## src/hw/ahr_pkg.sv

```systemverilog
// ****************************************************************
// Shared constants and types for the converter serial read slave
// ****************************************************************
package ahr_pkg;

  // Converter result and serial byte geometry
  localparam int          AHR_CODE_W     = 12;
  localparam logic [3:0]  AHR_BYTE_BITS  = 4'h8;
  localparam logic [3:0]  AHR_LAST_BIT   = 4'h7;
  // Count of bits already shifted in when command bit 5 is on the wire
  localparam logic [3:0]  AHR_BIT5_CNT   = 4'h2;

  // Reserved master code prefix that announces high-speed mode
  localparam logic [4:0]  AHR_MCODE_PFX  = 5'h01;

  // Strap capture: cycles after reset release before select pins are frozen
  localparam logic [1:0]  AHR_STRAP_CYC  = 2'h3;

  // Reset values
  localparam logic [7:0]  AHR_SH_RST     = 8'h00;
  localparam logic [11:0] AHR_CODE_RST   = 12'h000;
  localparam logic [3:0]  AHR_CNT_RST    = 4'h0;

  // Transfer states, Gray coded along idle, address, ack, data
  typedef enum logic [2:0] {
    AHR_IDLE = 3'b000,
    AHR_ADDR = 3'b001,
    AHR_ACK  = 3'b011,
    AHR_RX   = 3'b010,
    AHR_HOLD = 3'b110,
    AHR_TX   = 3'b111,
    AHR_MACK = 3'b101
  } ahr_state_type;

  // Inputs that arrive from outside the ref_clk domain
  typedef struct packed {
    logic conv_ready;
    logic sel_hi;
    logic sel_lo;
    logic scl;
    logic sda;
  } ahr_async_type;

endpackage : ahr_pkg

```

## src/hw/ahr_slave.sv

```systemverilog
`timescale 1ns/100ps
`default_nettype none

module ahr_slave
  import ahr_pkg::*;
#(
  parameter logic [4:0] TYPE_ID = 5'h0b  // Device type prefix, value arbitrary
)
(
  input  wire logic        ref_clk,          // Block clock, 250 MHz
  input  wire logic        resetn,           // Async reset, active low
  input  wire logic        scl_i,            // Serial clock pin level
  output logic             scl_o,            // Serial clock drive value
  output logic             scl_oe,           // High while pulling clock low
  input  wire logic        sda_i,            // Serial data pin level
  output logic             sda_o,            // Serial data drive value
  output logic             sda_oe,           // High while pulling data low
  input  wire logic        select_pin_high,  // Address select strap, upper
  input  wire logic        select_pin_low,   // Address select strap, lower
  input  wire logic        conv_ready,       // Converter result valid, async
  input  wire logic [11:0] conv_code,        // Converter result, stable while ready
  output logic             conv_run,         // Converter powered and converting
  output logic             hs_mode           // High-speed bus mode active
);

  // ****************************************************************
  // Input synchronisation and bus event detection
  // ****************************************************************
  ahr_async_type raw_w;
  ahr_async_type syn_w;
  logic          scl_p_q;
  logic          sda_p_q;
  logic          rdy_p_q;

  assign raw_w = '{conv_ready: conv_ready, sel_hi: select_pin_high, sel_lo: select_pin_low,
                   scl: scl_i, sda: sda_i};

  ahr_sync u_sync (
    .ref_clk (ref_clk),
    .resetn  (resetn),
    .async_i (raw_w),
    .sync_o  (syn_w)
  );

  // Previous synced levels for edge finding
  always_ff @(posedge ref_clk or negedge resetn)
  begin
    if (!resetn)
    begin
      scl_p_q <= 1'b1;
      sda_p_q <= 1'b1;
      rdy_p_q <= 1'b1;
    end
    else
    begin
      scl_p_q <= syn_w.scl;
      sda_p_q <= syn_w.sda;
      rdy_p_q <= syn_w.conv_ready;
    end
  end

  logic scl_rise;
  logic scl_fall;
  logic start_ev;
  logic stop_ev;
  logic rdy_rise;

  // Data moving while clock stays high marks START or STOP
  assign scl_rise = syn_w.scl & ~scl_p_q;
  assign scl_fall = ~syn_w.scl & scl_p_q;
  assign start_ev = syn_w.scl & scl_p_q & sda_p_q & ~syn_w.sda;
  assign stop_ev  = syn_w.scl & scl_p_q & ~sda_p_q & syn_w.sda;
  // The two synchroniser cycles after ready let the code bus settle before capture
  assign rdy_rise = syn_w.conv_ready & ~rdy_p_q;

  // ****************************************************************
  // Strap capture of the select pins
  // ****************************************************************
  logic [1:0] sel_q;
  logic [1:0] strap_cnt_q;

  // Pins are followed for a few cycles after reset, then frozen
  always_ff @(posedge ref_clk or negedge resetn)
  begin
    if (!resetn)
    begin
      sel_q       <= 2'h0;
      strap_cnt_q <= 2'h0;
    end
    else if (strap_cnt_q != AHR_STRAP_CYC)
    begin
      sel_q       <= {syn_w.sel_hi, syn_w.sel_lo};
      strap_cnt_q <= strap_cnt_q + 2'h1;
    end
  end

  // ****************************************************************
  // Helpers
  // ****************************************************************
  // Selects the byte of a result to send: zeros and top nibble first
  function automatic logic [7:0] out_byte(input logic [11:0] code, input logic low);
    out_byte = low ? code[7:0] : {4'h0, code[11:8]};
  endfunction : out_byte

  ahr_state_type state_q;
  ahr_state_type nxt_q;
  logic [7:0]    sh_q;
  logic [3:0]    cnt_q;
  logic          ack_q;
  logic          mack_q;
  logic          low_q;
  logic          nack_cmd_q;
  logic          cmd_seen_q;
  logic          hs_arm_q;
  logic [11:0]   code_q;
  logic          fresh_q;

  logic byte_end;
  logic addr_hit;
  logic mcode_hit;
  logic cmd_ok;
  logic read_hit;
  logic cmd_end;
  logic cmd_bit5;
  logic ack_fall;

  assign byte_end  = scl_fall && (cnt_q == AHR_BYTE_BITS);
  assign addr_hit  = (sh_q[7:3] == TYPE_ID) && (sh_q[2:1] == sel_q);
  assign mcode_hit = (sh_q[7:3] == AHR_MCODE_PFX) && !hs_mode;
  assign cmd_ok    = (sh_q[7:5] == 3'h0) && !cmd_seen_q;
  assign read_hit  = (state_q == AHR_ADDR) && byte_end && addr_hit && sh_q[0];
  assign cmd_end   = (state_q == AHR_RX) && byte_end;
  assign cmd_bit5  = (state_q == AHR_RX) && scl_rise && (cnt_q == AHR_BIT5_CNT)
                     && (sh_q[1:0] == 2'h0) && !syn_w.sda && !cmd_seen_q;
  assign ack_fall  = (state_q == AHR_ACK) && scl_fall;

  // ****************************************************************
  // Transfer state machine and pin drivers
  // ****************************************************************
  always_ff @(posedge ref_clk or negedge resetn)
  begin
    if (!resetn)
    begin
      state_q <= AHR_IDLE;
      nxt_q   <= AHR_IDLE;
      sh_q    <= AHR_SH_RST;
      cnt_q   <= AHR_CNT_RST;
      ack_q   <= 1'b0;
      mack_q  <= 1'b0;
      low_q   <= 1'b0;
      sda_oe  <= 1'b0;
      scl_oe  <= 1'b0;
    end
    else if (stop_ev)
    begin
      state_q <= AHR_IDLE;
      sda_oe  <= 1'b0;
      scl_oe  <= 1'b0;
    end
    else if (start_ev)
    begin
      state_q <= AHR_ADDR;
      cnt_q   <= AHR_CNT_RST;
      sda_oe  <= 1'b0;
      scl_oe  <= 1'b0;
    end
    else
    begin
      unique case (state_q)
        AHR_IDLE: ;
        AHR_ADDR, AHR_RX:
        begin
          if (scl_rise)
          begin
            sh_q  <= {sh_q[6:0], syn_w.sda};
            cnt_q <= cnt_q + 4'h1;
          end
          else if (byte_end)
          begin
            // Master code is never acknowledged, so it goes idle too
            if (state_q == AHR_ADDR)
            begin
              ack_q <= addr_hit;
              nxt_q <= sh_q[0] ? AHR_TX : AHR_RX;
            end
            else
            begin
              ack_q <= cmd_ok;
              nxt_q <= hs_mode ? AHR_HOLD : AHR_RX;
            end
            sda_oe  <= (state_q == AHR_ADDR) ? addr_hit : cmd_ok;
            state_q <= AHR_ACK;
          end
        end
        AHR_ACK:
        begin
          if (scl_fall)
          begin
            cnt_q <= AHR_CNT_RST;
            if (!ack_q)
            begin
              sda_oe  <= 1'b0;
              state_q <= AHR_IDLE;
            end
            else if (nxt_q == AHR_TX)
            begin
              low_q   <= 1'b0;
              sh_q    <= out_byte(code_q, 1'b0);
              sda_oe  <= 1'b1;  // First bit of the high byte is always zero
              state_q <= AHR_TX;
            end
            else
            begin
              sda_oe  <= 1'b0;
              scl_oe  <= (nxt_q == AHR_HOLD);
              state_q <= nxt_q;
            end
          end
        end
        AHR_HOLD:
        begin
          // Clock is released only once a fresh result is held
          if (fresh_q)
          begin
            scl_oe  <= 1'b0;
            state_q <= AHR_RX;
          end
        end
        AHR_TX:
        begin
          if (scl_fall)
          begin
            if (cnt_q == AHR_LAST_BIT)
            begin
              sda_oe  <= 1'b0;
              state_q <= AHR_MACK;
            end
            else
            begin
              sda_oe <= ~sh_q[6];
              sh_q   <= {sh_q[6:0], 1'b0};
              cnt_q  <= cnt_q + 4'h1;
            end
          end
        end
        AHR_MACK:
        begin
          if (scl_rise)
            mack_q <= ~syn_w.sda;
          else if (scl_fall)
          begin
            cnt_q <= AHR_CNT_RST;
            if (mack_q)
            begin
              // Beyond the first code the stream only repeats
              low_q   <= ~low_q;
              sh_q    <= out_byte(code_q, ~low_q);
              sda_oe  <= low_q | ~code_q[7];  // Top bit of the next byte
              state_q <= AHR_TX;
            end
            else
              state_q <= AHR_IDLE;
          end
        end
      endcase
    end
  end

  // Drive values are fixed low: the pins are open drain
  always_ff @(posedge ref_clk or negedge resetn)
  begin
    if (!resetn)
    begin
      sda_o <= 1'b0;
      scl_o <= 1'b0;
    end
    else
    begin
      sda_o <= 1'b0;
      scl_o <= 1'b0;
    end
  end

  // ****************************************************************
  // Conversion control and result capture
  // ****************************************************************
  always_ff @(posedge ref_clk or negedge resetn)
  begin
    if (!resetn)
    begin
      conv_run   <= 1'b0;
      code_q     <= AHR_CODE_RST;
      fresh_q    <= 1'b0;
      cmd_seen_q <= 1'b0;
      nack_cmd_q <= 1'b0;
    end
    else
    begin
      if (stop_ev)
        conv_run <= 1'b0;
      else if (read_hit)
        conv_run <= 1'b0;
      else if (ack_fall && nack_cmd_q)
        conv_run <= 1'b0;
      else if (cmd_bit5)
        conv_run <= 1'b1;
      // One result per read: code is frozen once the converter stops
      if (cmd_bit5)
        fresh_q <= 1'b0;
      else if (conv_run && rdy_rise)
      begin
        code_q  <= conv_code;
        fresh_q <= 1'b1;
      end
      // A valid command is tracked until read, STOP or the next command
      if (stop_ev || read_hit)
        cmd_seen_q <= 1'b0;
      else if (cmd_end)
        cmd_seen_q <= cmd_ok;
      if (cmd_end)
        nack_cmd_q <= !cmd_ok;
      else if (ack_fall || stop_ev)
        nack_cmd_q <= 1'b0;
    end
  end

  // ****************************************************************
  // Bus speed mode
  // ****************************************************************
  always_ff @(posedge ref_clk or negedge resetn)
  begin
    if (!resetn)
    begin
      hs_mode  <= 1'b0;
      hs_arm_q <= 1'b0;
    end
    else if (stop_ev)
    begin
      hs_mode  <= 1'b0;
      hs_arm_q <= 1'b0;
    end
    else if (start_ev && hs_arm_q)
    begin
      hs_mode  <= 1'b1;
      hs_arm_q <= 1'b0;
    end
    else if ((state_q == AHR_ADDR) && byte_end && mcode_hit)
      hs_arm_q <= 1'b1;
  end
endmodule : ahr_slave

`default_nettype wire

```

## src/hw/ahr_sync.sv

```systemverilog
`timescale 1ns/100ps
`default_nettype none

// ****************************************************************
// Two-stage synchroniser for the asynchronous bus, strap and ready inputs
// ****************************************************************
module ahr_sync
  import ahr_pkg::*;
(
  input  wire logic          ref_clk,  // Block clock
  input  wire logic          resetn,   // Async reset, active low
  input  wire ahr_async_type async_i,  // Raw asynchronous inputs
  output var  ahr_async_type sync_o    // Synchronised copy
);

  ahr_async_type meta_q;

  // First stage feeds only the second stage
  always_ff @(posedge ref_clk or negedge resetn)
  begin
    if (!resetn)
    begin
      meta_q <= '{default: 1'b1};
      sync_o <= '{default: 1'b1};
    end
    else
    begin
      meta_q <= async_i;
      sync_o <= meta_q;
    end
  end

endmodule : ahr_sync

`default_nettype wire
```

## config.mk

```make
export PLATFORM = sky130hd
export DESIGN_NAME = ahr_slave
export DESIGN_NICKNAME = d
export VERILOG_FILES = /design/src/hw/ahr_pkg.sv /design/src/hw/ahr_slave.sv /design/src/hw/ahr_sync.sv
export SDC_FILE = /design/constraint.sdc
export NUM_CORES = 1
export LEC_CHECK = 0
export BUFFER_PORTS_ARGS = -buffer_cell sky130_fd_sc_hd__buf_4
export CAP_MARGIN = 20
export CORE_MARGIN = 1
export CORE_UTILIZATION = 60
export CTS_CLUSTER_SIZE = 25
export DETAILED_ROUTE_END_ITERATION = 10
export MAX_ROUTING_LAYER = met4
export PLACE_DENSITY = 0.8
export SYNTH_ARGS = -nofsm -noshare
export SYNTH_HDL_FRONTEND = slang
export SYNTH_SLANG_ARGS = --single-unit
```

## constraint.sdc

```tcl
create_clock -name ref_clk -period 2.62 [get_ports ref_clk]
set_input_delay 0.524 -clock ref_clk [delete_from_list [all_inputs] [get_ports ref_clk]]
set_output_delay 0.524 -clock ref_clk [all_outputs]
set_load 0.01 [all_outputs]
```

==> results.toml, run 1 <==
[final_layout]
final_util = 0.737
syn_to_final_growth_pct = 15.1
final_cells = 400
num-nets-final = 351
diodes = 0
final_layout_size_suffix_gt1_frac = 0.276

[sta]
drv_slew = 0
period_share = 0.902
grt_setup_unrepaired = "false"
finClkSkew_ps = 8.02
setup_tns_ps = 0
period_needed_ps = 2360
fmax_mhz = 423
slew_headroom = 0.533
final_hold_viol_count = 0
finalSetupViolCount = 0
tightestPinTransition_ps = 700

[clock_tree]
numCtsBuffers = 9
cts-hold-fix-buffers = 0
post_cts_buffers = 0
clock-root-buffer = "clkbuf_8"
insertion_delay_ps = 340
cts.sinks = 58
clockBufferDepth = 2
h-tree-depth = 3
post_cts_resized = 0
clk_pin_slew_ps = 70
cts_tree = "done"

[placed_design]
post-dp-hpwl_um = 4890
globalplace.congestion = 0.956
port_buffers = 22
dp_cells = 384

[power]
peakVddDrop_mv = 0.648
clockPowerShare = 0.275
leakage_nw = 1.57
pwr-share-seq = 0.347
switching_power_mw = 1.32
swShare = 0.371
combPwrFrac = 0.378
power.density_cell_area_mw_per_mm2 = 996
p_int_mw = 2.24

[route]
routed_wl_um = 7380
firstDrtPassIters = 5
viasPerCell = 6.38
drtAntennaViolNets = 0
drtIter0Drc = 320
vias = 2552
drc_errors = 0
wire_per_inst_um = 18.4

[yosys]
async_reset_ff_frac = 1.00
synth_edf_count = 0
synth.cell_area_mm2 = 0.00311
synth_cells = 301
ys_types = 64
synth-seq-cells = 58
yosysWarningCount = 0
synth_ff_type = "dfrtp_1"
ys_seq_area_frac = 0.473
synth.avg_cell_area_um2 = 10.3

[run]
drv_cap = 0

[grt]
antenna_found_initial = 0
grt.overflow.total = 0
grt_max_degree = 59
gr-usage-all-layers = 0.311
first_global_vias = 2395
grt_pass1_wl_um = 11900

[floorplan]
rows = 25
die-area_mm2 = 0.00547
io_pins = 25
dieHeight_um = 73.9
die_w_um = 73.9
start_util = 0.641
core-area_mm2 = 0.00485

[outcome]
status = "finished clean"

[worst_hold_path]
hold_class = "in2async"

[setup_path]
path_class = "reg2reg"
cp-start-kind = "register"
worstPathMaxFanout = 13
crit_required_ps = 2830
cp.arrival_ps = 2570
end_kind = "register"
-- worst max-delay path: stages (launching register included) --
cell	delay, ps
dfrtp_1	570
nand2b_1	310
nor2_1	90
nand4_1	140
nand4b_1	570
mux2_1	540
-- power by group through the flow --
stage	registers (mW)	logic (mW)	clock network (mW)
after floorplan	1.17	0.993	0
after global placement	1.23	1.26	0
after detailed placement	1.24	1.29	0
after CTS	1.23	1.32	0.992
after global routing	1.25	1.46	1.02
final	1.24	1.35	0.979
-- per-stage QoR --
stage,cell area [um^2],setup slack (ps),total power [mW],hold WS (ps)
after global placement,3340,451,2.49,345
after detailed placement,3340,337,2.53,347
after floorplan,3110,781,2.16,228
after global routing,3570,58.8,3.73,276
final,3570,258,3.56,218
after CTS,3570,233,3.54,257
-- cell usage after synthesis, drive strengths merged (5+ instances only) --
cell type | number | area, um^2
a21oi | 20 | 100
nor2b | 8 | 50.1
dfrtp | 45 | 1130
o22ai | 5 | 31.3
nand4 | 5 | 31.3
inv | 6 | 22.5
o21ai | 19 | 95.1
clkbuf | 5 | 20.0
nand3 | 11 | 60.1
a22o | 6 | 53.8
nor3 | 6 | 30.0
nand2 | 28 | 105
buf | 12 | 77.6
mux2i | 5 | 50.1
a221oi | 9 | 109
dfstp | 13 | 342
mux2 | 23 | 259
nor2 | 15 | 56.3
nand2b | 5 | 38.8
-- routing by layer --
metal / vias up / share of wire / track usage / routed length [um]
li1: 1160 / - / - / -
met1: 1239 / 0.43 / 0.392 / 3180
met2: 128 / 0.47 / 0.471 / 3480
met3: 25 / 0.067 / 0.0705 / 493
met4: 0 / 0.031 / 0.160 / 227
met5: - / 0 / - / 0
-- sequential cells by signal, indices dropped and copies added, names as in the netlist, 2 cells and up --
signal,cells
sel_q,2
code_q,12
sh_q,8
state_q,3
nxt_q,3
u_sync.sync_o,5
cnt_q,4
strap_cnt_q,2
u_sync.meta_q,5
-- final cells by class --
class | count | area [um^2]
fill | 366 | 1270
sequential | 58 | 1470
clock inverter | 4 | 72.6
clock buffer | 12 | 165
multi-input combinational | 220 | 1520
inverter | 7 | 26.3
timing repair buffer | 32 | 240
tap | 67 | 83.8
-- worst paths after layout --
kind                                       start                to  slack [ps]  cells past startpoint
worst max-delay path                  state_q[2]        code_q[10]         260                      5
worst min register to register  u_sync.meta_q[1]  u_sync.sync_o[1]         350                      0
min in group ref_clk                       sda_i  u_sync.meta_q[0]         290                      1
worst min-delay path                      resetn            sda_oe         220                      1
max in group asynchronous                 resetn         code_q[8]        1920                      1
worst max register to register        state_q[2]        code_q[10]         260                      5
-- cells in the final DEF (no fill, tap or decap), drive strengths merged, types with 3 or more instances in the layout --
| cell type | Yosys | final |
|---|---|---|
| nor2 | 15 | 15 |
| xor2 | 3 | 3 |
| inv | 6 | 6 |
| ha | 4 | 4 |
| a22o | 6 | 6 |
| a21oi | 20 | 20 |
| nand3 | 11 | 11 |
| nor3b | 3 | 3 |
| nor2b | 8 | 8 |
| clkbuf | 5 | 12 |
| nand2 | 28 | 28 |
| buf | 12 | 32 |
| dfstp | 13 | 13 |
| a221oi | 9 | 9 |
| and2 | 4 | 4 |
| nand2b | 5 | 5 |
| and3 | 4 | 4 |
| nand4 | 5 | 5 |
| dfrtp | 45 | 45 |
| mux2i | 5 | 5 |
| nor4 | 3 | 3 |
| o22ai | 5 | 5 |
| mux2 | 23 | 23 |
| o21ai | 19 | 19 |
| nor3 | 6 | 6 |
-- cell families after synthesis --
logic type	synth area share
simple gates	0.180
compound gates	0.177
flops	0.473
mux	0.0995
buf+inv	0.0399
xor+xnor	0.0141
fa+ha+maj	0.0161
other cells	0.00121
No activity file was read; power rests on OpenSTA's default activity.
==> run 2, diff against run 1 <==
- CORE_UTILIZATION: 60 -> 62
- CTS_BUF_LIST: default -> sky130_fd_sc_hd__clkbuf_4 sky130_fd_sc_hd__clkbuf_8
- PLACE_DENSITY: 0.8 -> 0.82
==> results.toml, run 2 (synthesized netlist as in run 1, its figures left out) <==
[sta]
fin_hold_ws_ps = 228
period_needed_ps = 2220
finalSetupViolCount = 0
grt_setup_unrepaired = "false"
period_share = 0.847
drv_slew = 0
final_hold_viol_count = 0
tightestPinTransition_ps = 703
setup_tns_ps = 0
finClkSkew_ps = 7.40
slew_headroom = 0.531
fmax_mhz = 451

[outcome]
status = "finished clean"

[clock_tree]
numCtsBuffers = 9
clockBufferDepth = 2
cts.sinks = 58
clock-root-buffer = "clkbuf_8"
post_cts_buffers = 0
clk_pin_slew_ps = 60
h-tree-depth = 3
cts_tree = "done"
insertion_delay_ps = 340
cts-hold-fix-buffers = 0
post_cts_resized = 0

[final_layout]
largest_reg_flops = 12
final_layout_size_suffix_gt1_frac = 0.285
regArea_mm2 = 0.00147
num-nets-final = 355
multi_input_area_mm2 = 0.00152
stdcell_area_mm2 = 0.00357
layout_commonest_cell = "dfrtp_1"
syn_to_final_growth_pct = 15.0
fillers = 327
reg.largest.list = "code_q (12), sh_q (8)"
final_cell_mix = "dfrtp_1 (45), buf_4 (36), nand2_1 (28)"
diodes = 0
regMostFlops = "code_q"

[grt]
grt_max_degree = 59
grt.overflow.total = 0
first_global_vias = 2426
gr-usage-all-layers = 0.312
grt_pass1_wl_um = 11600
antenna_found_initial = 0

[route]
drc_errors = 0
routed_wl_um = 7080
vias = 2534
drtAntennaViolNets = 0
drtIter0Drc = 275
viasPerCell = 6.27
firstDrtPassIters = 6
wire_per_inst_um = 17.5

[setup_path]
cp.arrival_ps = 2450
crit_required_ps = 2850
worstPathMaxFanout = 20
r2r_end = "sh_q[4]"
cp-start-kind = "register"
setup.worst_path.end = "sh_q[4]"
ff2ff_setup_slack_ps = 400
path_class = "reg2reg"
r2r_cells = 5
crit_start = "state_q[1]"
r2r_start = "state_q[1]"
end_kind = "register"

[placed_design]
placed_area_mm2 = 0.00337
globalplace.congestion = 0.896
post-dp-hpwl_um = 4950
port_buffers = 22

[floorplan]
dieHeight_um = 72.8
die-area_mm2 = 0.00530
rows = 25
io_pins = 25
core-area_mm2 = 0.00479
die_w_um = 72.8
start_util = 0.649

[worst_hold_path]
hold_class = "in2async"

[run]
drv_cap = 0

[power]
leakage_nw = 1.59
peakVddDrop_mv = 0.592
power.density_cell_area_mw_per_mm2 = 955
p_total_mw = 3.41
==> run 2: how the worst min path moves through the flow <==
stage	to	cells past startpoint
floorplan	ack_q	0
global placement	u_sync.sync_o[4]	0
detailed placement	u_sync.sync_o[2]	0
CTS	sel_q[0]	1
global route	u_sync.meta_q[3]	1
finish	cnt_q[1]	1
==> run 2: layout make-up <==
class	count	share of cell area
tap	67	0.0235
clock inverter	3	0.0112
sequential	58	0.411
clock buffer	13	0.0466
timing repair buffer	36	0.0757
multi-input combinational	220	0.425
inverter	7	0.00736
==> run 2: report_power, final <==
part	internal (mW)	leakage, nW	switching [mW]
registers	1.04	0.701	0.217
clock network	0.509	0.110	0.338
logic	0.600	0.774	0.704
total	2.15	1.59	1.26
==> run 2: metrics by stage <==
stage	utilization	instances	setup WS [ps]
global placement	0.703	388	476
floorplan	-	302	781
detailed placement	0.703	388	467
CTS	0.746	404	428
finish	0.746	404	401
global route	0.746	404	238
==> run 2: worst max-delay path, stage by stage (launching register included) <==
cell	delay [ps]
dfrtp_1	730
nor2b_1	230
buf_4	210
a221oi_4	300
nand3_2	280
mux2_2	350
==> run 2: routing by layer <==
| metal | wire length (um) | global-route usage | vias up |
|---|---|---|---|
| li1 | - | - | 1170 |
| met1 | 2930 | 0.383 | 1219 |
| met2 | 3460 | 0.474 | 129 |
| met3 | 561 | 0.0912 | 16 |
| met4 | 136 | 0.155 | 0 |
| met5 | 0 | - | - |
